### src/core/data_move_pkg.sv
`default_nettype none
package data_move_pkg;

  // ----------------------------------------
  // Widths and encodings
  // ----------------------------------------
  localparam int ADDR_W = 12;
  localparam logic [3:0] PREFIX_MOVE_SRC = 4'hC;
  localparam logic [3:0] PREFIX_MOVE_DST = 4'hF;
  localparam logic [7:0] OPC_LOAD_BANK = 8'h01;
  localparam logic [7:0] OPC_LOAD_ACC = 8'h0E;
  localparam logic [6:0] OPC_STORE_ACC = 7'h37;
  localparam logic [7:0] ACCESS_LIMIT = 8'h5F;
  localparam logic [7:0] BANK_KEEP_MASK = 8'h0F;
  localparam logic [7:0] ACC_RESET = 8'h00;
  localparam logic [7:0] BANK_RESET = 8'h00;
  localparam int MOVE_CYCLES = 2;

  // ----------------------------------------
  // Phases of one instruction cycle
  // ----------------------------------------
  localparam logic [1:0] PH_Q1 = 2'h0;
  localparam logic [1:0] PH_Q2 = 2'h1;
  localparam logic [1:0] PH_Q3 = 2'h2;
  localparam logic [1:0] PH_Q4 = 2'h3;

  typedef enum logic {
    ST_DECODE = 1'b0,
    ST_MOVE_DST = 1'b1
  } fsm_t;

  // Data memory request carrier
  typedef struct packed {
    logic rd_en;
    logic [ADDR_W-1:0] rd_addr;
    logic wr_en;
    logic [ADDR_W-1:0] wr_addr;
    logic [7:0] wr_data;
  } mem_req_t;

endpackage
`default_nettype wire

### src/core/data_move_decode.sv
`timescale 1ns/1ps
`default_nettype none
module data_move_decode #(
  parameter logic [11:0] ACC_ADDR = 12'hFE8,
  parameter logic [11:0] PC_LOW_ADDR = 12'hFF9,
  parameter logic [11:0] STACK_TOP_UPPER_ADDR = 12'hFFF,
  parameter logic [11:0] STACK_TOP_HIGH_ADDR = 12'hFFE,
  parameter logic [11:0] STACK_TOP_LOW_ADDR = 12'hFFD,
  parameter logic [3:0] ACCESS_HI_BANK = 4'hF
) (
  // Clock and reset
  input wire logic clk,
  input wire logic rst_b,
  // Instruction stream
  input wire logic instr_valid,
  input wire logic [15:0] instr_word,
  output logic instr_ready,
  // Mode and index base
  input wire logic ext_set_en,
  input wire logic [data_move_pkg::ADDR_W-1:0] index_base,
  // Data memory
  output data_move_pkg::mem_req_t mem_req,
  input wire logic [7:0] rd_data,
  // Core registers
  output logic [7:0] acc,
  output logic [7:0] bank_select_reg,
  output logic move_busy
);

  // ----------------------------------------
  // State
  // ----------------------------------------
  typedef struct packed {
    logic [1:0] phase;
    data_move_pkg::fsm_t fsm;
    logic src_is_acc;
    logic [7:0] data;
    logic [7:0] acc;
    logic [7:0] bank;
    logic pend_acc;
    logic pend_bank;
    logic pend_mem;
    logic [11:0] pend_addr;
    logic [7:0] pend_val;
    data_move_pkg::mem_req_t req;
  } state_t;

  localparam state_t STATE_RESET = '{
    phase: data_move_pkg::PH_Q1,
    fsm: data_move_pkg::ST_DECODE,
    src_is_acc: 1'b0,
    data: 8'h00,
    acc: data_move_pkg::ACC_RESET,
    bank: data_move_pkg::BANK_RESET,
    pend_acc: 1'b0,
    pend_bank: 1'b0,
    pend_mem: 1'b0,
    pend_addr: 12'h000,
    pend_val: 8'h00,
    req: '0
  };

  state_t state_reg;
  state_t state_next;
  logic take;
  logic [11:0] store_addr;
  logic [11:0] word_addr;
  logic dst_locked;

  // Word taken only at the decode phase
  assign instr_ready = (state_reg.phase == data_move_pkg::PH_Q1);
  assign take = instr_valid && instr_ready;
  assign word_addr = instr_word[11:0];

  assign dst_locked = (word_addr == PC_LOW_ADDR) || (word_addr == STACK_TOP_UPPER_ADDR) ||
                      (word_addr == STACK_TOP_HIGH_ADDR) || (word_addr == STACK_TOP_LOW_ADDR);

  // Store address from bank, access or index
  file_addr_resolve #(
    .ACCESS_HI_BANK(ACCESS_HI_BANK)
  ) u_resolve (
    .file_addr(instr_word[7:0]),
    .use_bank(instr_word[8]),
    .bank_sel(state_reg.bank),
    .ext_set_en(ext_set_en),
    .index_base(index_base),
    .full_addr(store_addr)
  );

  // ----------------------------------------
  // Next state
  // ----------------------------------------
  always_comb begin
    state_next = state_reg;
    state_next.phase = state_reg.phase + 2'h1;
    state_next.req.rd_en = 1'b0;
    state_next.req.wr_en = 1'b0;
    // Decode of a new word
    if (take) begin
      state_next.pend_acc = 1'b0;
      state_next.pend_bank = 1'b0;
      state_next.pend_mem = 1'b0;
      state_next.pend_val = instr_word[7:0];
      if (state_reg.fsm == data_move_pkg::ST_MOVE_DST) begin
        state_next.fsm = data_move_pkg::ST_DECODE;
        if (instr_word[15:12] == data_move_pkg::PREFIX_MOVE_DST) begin
          state_next.pend_val = state_reg.data;
          state_next.pend_addr = word_addr;
          state_next.pend_acc = (word_addr == ACC_ADDR);
          state_next.pend_mem = (word_addr != ACC_ADDR) && !dst_locked;
        end
      end else if (instr_word[15:12] == data_move_pkg::PREFIX_MOVE_SRC) begin
        // full 12-bit source read in Q2
        state_next.fsm = data_move_pkg::ST_MOVE_DST;
        state_next.src_is_acc = (word_addr == ACC_ADDR);
        state_next.req.rd_en = (word_addr != ACC_ADDR);
        state_next.req.rd_addr = word_addr;
      end else if (instr_word[15:8] == data_move_pkg::OPC_LOAD_BANK) begin
        state_next.pend_bank = 1'b1;
      end else if (instr_word[15:8] == data_move_pkg::OPC_LOAD_ACC) begin
        state_next.pend_acc = 1'b1;
      end else if (instr_word[15:9] == data_move_pkg::OPC_STORE_ACC) begin
        state_next.pend_val = state_reg.acc;
        state_next.pend_addr = store_addr;
        state_next.pend_acc = (store_addr == ACC_ADDR);
        state_next.pend_mem = (store_addr != ACC_ADDR);
      end
    end
    // source latched in Q2 of the first cycle only; a stalled move keeps it
    if (state_reg.phase == data_move_pkg::PH_Q2 && (state_reg.req.rd_en || state_reg.src_is_acc)) begin
      state_next.data = state_reg.src_is_acc ? state_reg.acc : rd_data;
      state_next.src_is_acc = 1'b0;
    end
    if (state_reg.phase == data_move_pkg::PH_Q3 && state_reg.pend_mem) begin
      state_next.req.wr_en = 1'b1;
      state_next.req.wr_addr = state_reg.pend_addr;
      state_next.req.wr_data = state_reg.pend_val;
      state_next.pend_mem = 1'b0;
    end
    // Register writes at the end of Q4
    if (state_reg.phase == data_move_pkg::PH_Q4) begin
      if (state_reg.pend_acc) begin
        state_next.acc = state_reg.pend_val;
      end
      if (state_reg.pend_bank) begin
        state_next.bank = state_reg.pend_val & data_move_pkg::BANK_KEEP_MASK;
      end
      state_next.pend_acc = 1'b0;
      state_next.pend_bank = 1'b0;
    end
  end

  // State register
  always_ff @(posedge clk or negedge rst_b) begin
    if (!rst_b) begin
      state_reg <= STATE_RESET;
    end else begin
      state_reg <= state_next;
    end
  end

  // Outputs from state
  assign mem_req = state_reg.req;
  assign acc = state_reg.acc;
  assign bank_select_reg = state_reg.bank;
  assign move_busy = (state_reg.fsm == data_move_pkg::ST_MOVE_DST);
endmodule
`default_nettype wire

### src/core/file_addr_resolve.sv
`timescale 1ns/1ps
`default_nettype none
module file_addr_resolve #(
  parameter logic [3:0] ACCESS_HI_BANK = 4'hF
) (
  // Operand
  input wire logic [7:0] file_addr,
  input wire logic use_bank,
  // Context
  input wire logic [7:0] bank_sel,
  input wire logic ext_set_en,
  input wire logic [data_move_pkg::ADDR_W-1:0] index_base,
  // Result
  output logic [data_move_pkg::ADDR_W-1:0] full_addr
);

  // Bank, indexed or access bank address
  always_comb begin
    if (use_bank) begin
      full_addr = {bank_sel[3:0], file_addr};
    end else if (file_addr <= data_move_pkg::ACCESS_LIMIT) begin
      if (ext_set_en) begin
        full_addr = index_base + {4'h0, file_addr};
      end else begin
        full_addr = {4'h0, file_addr};
      end
    end else begin
      full_addr = {ACCESS_HI_BANK, file_addr};
    end
  end

endmodule
`default_nettype wire

### config.mk
export PLATFORM = sky130hd
export DESIGN_NAME = data_move_decode
export DESIGN_NICKNAME = d
export VERILOG_FILES = /design/src/core/data_move_pkg.sv /design/src/core/data_move_decode.sv /design/src/core/file_addr_resolve.sv
export SDC_FILE = /design/constraint.sdc
export NUM_CORES = 1
export LEC_CHECK = 0
export BUFFER_PORTS_ARGS = -buffer_cell sky130_fd_sc_hd__clkbuf_2
export CAP_MARGIN = 20
export CORE_AREA = 5 5 69 134
export DETAILED_ROUTE_END_ITERATION = 7
export DIE_AREA = 0 0 74 139
export PLACE_DENSITY_LB_ADDON = 0.05
export SLEW_MARGIN = 20
export SYNTH_ARGS = -nofsm -noshare
export SYNTH_HDL_FRONTEND = slang
export SYNTH_SLANG_ARGS = --single-unit
### constraint.sdc
create_clock -name clk -period 4.7 [get_ports clk]
set_input_delay 0.235 -clock clk [delete_from_list [all_inputs] [get_ports clk]]
set_output_delay 0.235 -clock clk [all_outputs]
set_load 0.02 [all_outputs]
==> key figures <==
Run status
  • Outcome: finished clean

Floorplan
  • Die X: 74 um
  • Die extent in y: 139 um
  • DIE AREA: 0.0103 mm^2
  • Core Rows: 47
  • Initial Util: 57.6%
  • Top Ports: 92
  • CORE AREA: 0.00817 mm^2

Setup path
  • Cell count of the worst reg-to-reg path: 4
  • Crit-path max cell delay: 0.40 ns
  • RR Startpoint: move_busy
  • Setup CP Type: in -> reg
  • CP Launch Type: input pin
  • Setup crit end kind: flip-flop
  • Worst path most repeated cell: a211oi_2
  • Slowest stage cell on the critical path: ha_1
  • RR Endpoint: state_reg[42]
  • Required time of the critical path: 4.96 ns
  • CP Cell Sequence: clkbuf_2, ha_1, and2_1, a221o_1, o2111a_1, nor3_1, a211oi_2, nor4_2, nand4_1, a211oi_2
  • Worst Path Max Fanout: 10
  • Worst EP arrival: 2.73 ns
  • R2R setup slack: 2.29 ns

Yosys
  • Asr flop ratio synth: 100%
  • Synth Area in Adders: 3.61%
  • Post-synthesis mux area share: 14.3%
  • Seq cells post-synth: 81
  • Fraction of synthesized cell area in xor and xnor cells: 0.372%
  • Synth warn: 0
  • Distinct cells, synth: 68
  • Synth Area in Compound Gates: 12.2%
  • Syn Inst Count: 469
  • Seq/Total Area, Yosys: 43.0%
  • Syn_area_per_cell: 10.0 um^2
  • Largest family of logic cells by synthesized area: simple AND/OR/NAND/NOR gates
  • Netlist Area Pre-Place: 0.00471 mm^2
  • Area fraction in and, or, nand and nor cells after synthesis: 15.5%
  • Number of enable flip-flop cells after synthesis: 0
  • Synth Flop Type: dfrtp_1

Timing
  • Worst slew pin tran: 1.04 ns
  • Max Clock Skew: 0.00706 ns
  • Post-route minimum period: 2.47 ns
  • Hold Vio Cnt, Final: 0
  • Fmax: 404 MHz
  • Setup violators final: 0
  • Period utilisation layout: 52.6%
  • Slew Limit Fails: 0
  • Slew headroom: 30.0%
  • RSZ-0062 raised after global routing: no
  • PnR worst setup slack: 2.23 ns
  • Setup TNS: 0 ns

Place
  • Dpl hpwl: 9140 um
  • Final Wtd Congestion: 0.946
  • Placed Instances: 589
  • Placed inst area: 0.00482 mm^2
  • I/O Buffers: 87
  • Pre-CTS setup slack: 1.88 ns

Route
  • Detail Route Antenna Nets: 0
  • Routed WL per cell: 19.9 um
  • Final WL: 12100 um
  • Vias per cell: 5.81
  • DR iter-0 viols: 196
  • DRC viols: 0
  • Via count: 3518
  • DR pass1 iterations: 4

Clock tree
  • Worst skew pair latency: 0.34 ns
  • Max H-tree Level: 3
  • CTS root buffer: clkbuf_16
  • CTS Buf Count: 9
  • Clock transition at path regs: 0.06 ns
  • Max clock buf depth: 2
  • Sink Count: 81
  • CTS tree: built

Job
  • Maxcap violations: 0

Min path
  • Hold Path Origin: rd_data[6]
  • Hold EP: state_reg[79]
  • Hold Crit Depth: 3
  • Worst hold path class: in -> reg

Finish
  • Fin nets: 556
  • Most frequent cells in the layout: clkbuf_2 (86), dfrtp_1 (81), nand2_1 (61), mux2_2 (50), o21ai_0 (27)
  • Final Instance Area: 0.00517 mm^2
  • Most common cell after layout, fill and taps aside: clkbuf_2
  • Share of layout cells above drive strength 1: 33.9%
  • Antenna diode count: 0
  • Final std cells w/o fill: 606
  • P&R area growth vs syn: 9.75%

Power
  • Pwr Total: 1.89 mW
  • PwrDens: 366 mW/mm^2
  • Peak VDD IR: 0.000351 V
  • Static Leak: 2.49 nW

Global route
  • First-pass GRT wire length: 19300 um
  • Remaining global-route overflow: 0
  • Vias in the first global route: 3682
  • Initial antenna violation count: 0
  • Largest net degree at the start of global routing: 82
  • Global Route Usage Sum: 25.1%
[area by class of cell]
type / count / area, um^2
fillers: 729 / 3000
multi-input cells: 312 / 2200
flip-flops and latches: 81 / 2030
repair buffers: 89 / 459
clock buffers: 11 / 243
well taps: 98 / 123
clock inverters: 5 / 85.1
inverters: 10 / 37.5
[critical path, delay by kind of cell]
kind / cells / cell delay, ns
AO/OA/AOI/OAI: 4 / 1.01
adder cells (fa/ha/maj): 1 / 0.40
buffers and inverters: 1 / 0.18
AND/OR/NAND/NOR: 4 / 0.90
[Yosys cell counts, types with 3 or more instances]
cell      count  area (um^2)
dfrtp_1      81         2030
mux2i_1      10          100
nor3_1       16         80.1
clkbuf_1     10         37.5
or3_1         3         18.8
o31ai_1       4         30.0
o21ai_0      27          135
o21ai_1       8         40.0
nand2b_1      4         25.0
buf_2         4         20.0
nand3_1      16         80.1
nor2_1       17         63.8
a21oi_1      16         80.1
inv_1        10         37.5
ha_1         12          150
mux2_2       50          563
buf_4        51          383
nand2_1      61          229
a22oi_1       3         22.5
[metrics by stage]
step                      utilization, %  hold slack, ns
after CTS                           63.0           0.100
after detailed placement            59.0           0.462
after global routing                63.2           0.210
after global placement              59.0           0.450
after floorplan                        -         -0.0606
final                               63.2           0.181
[logic make-up (layout without fill, tap and decap cells)]
| group | count (synthesis) | count (layout) |
|---|---|---|
| AND/OR/NAND/NOR | 146 | 146 |
| XOR/XNOR | 2 | 2 |
| other | 1 | 4 |
| AO/OA/AOI/OAI | 86 | 86 |
| adder cells (fa/ha/maj) | 13 | 13 |
| buffers and inverters | 79 | 115 |
| flip-flops | 81 | 81 |
| multiplexers | 61 | 61 |
[power by group]
| part | switching, mW | internal, mW | total, mW |
|---|---|---|---|
| Clock | 0.289 | 0.484 | 0.773 |
| Combinational | 0.184 | 0.119 | 0.303 |
| Sequential | 0.0539 | 0.762 | 0.816 |
[how the worst max path moves through the flow]
stage | from | to | slack (ns) | depth (start not counted)
after global routing | instr_word[14] | state_reg[44] | 2.02 | 7
final | instr_word[4] | state_reg[56] | 2.23 | 10
after detailed placement | instr_word[4] | state_reg[56] | 1.88 | 10
after floorplan | instr_word[4] | state_reg[56] | 2.35 | 9
after CTS | move_busy | mem_req[23] | 2.23 | 3
after global placement | instr_word[4] | state_reg[54] | 1.92 | 10
[timing repair]
item,CTS,global route
endpoints found under the hold margin,0,11
hold buffers,0,1
setup buffers,0,0
resized for setup,0,0
[metal layers]
metal / vias to the layer above / wire, um / GRT usage [%]
li1: 1671 / - / -
met1: 1725 / 4330 / 27.4
met2: 85 / 6720 / 44.0
met3: 37 / 368 / 3.63
met4: 0 / 670 / 14.5
met5: - / 0 / 0
(Power assumes the default switching activity.)
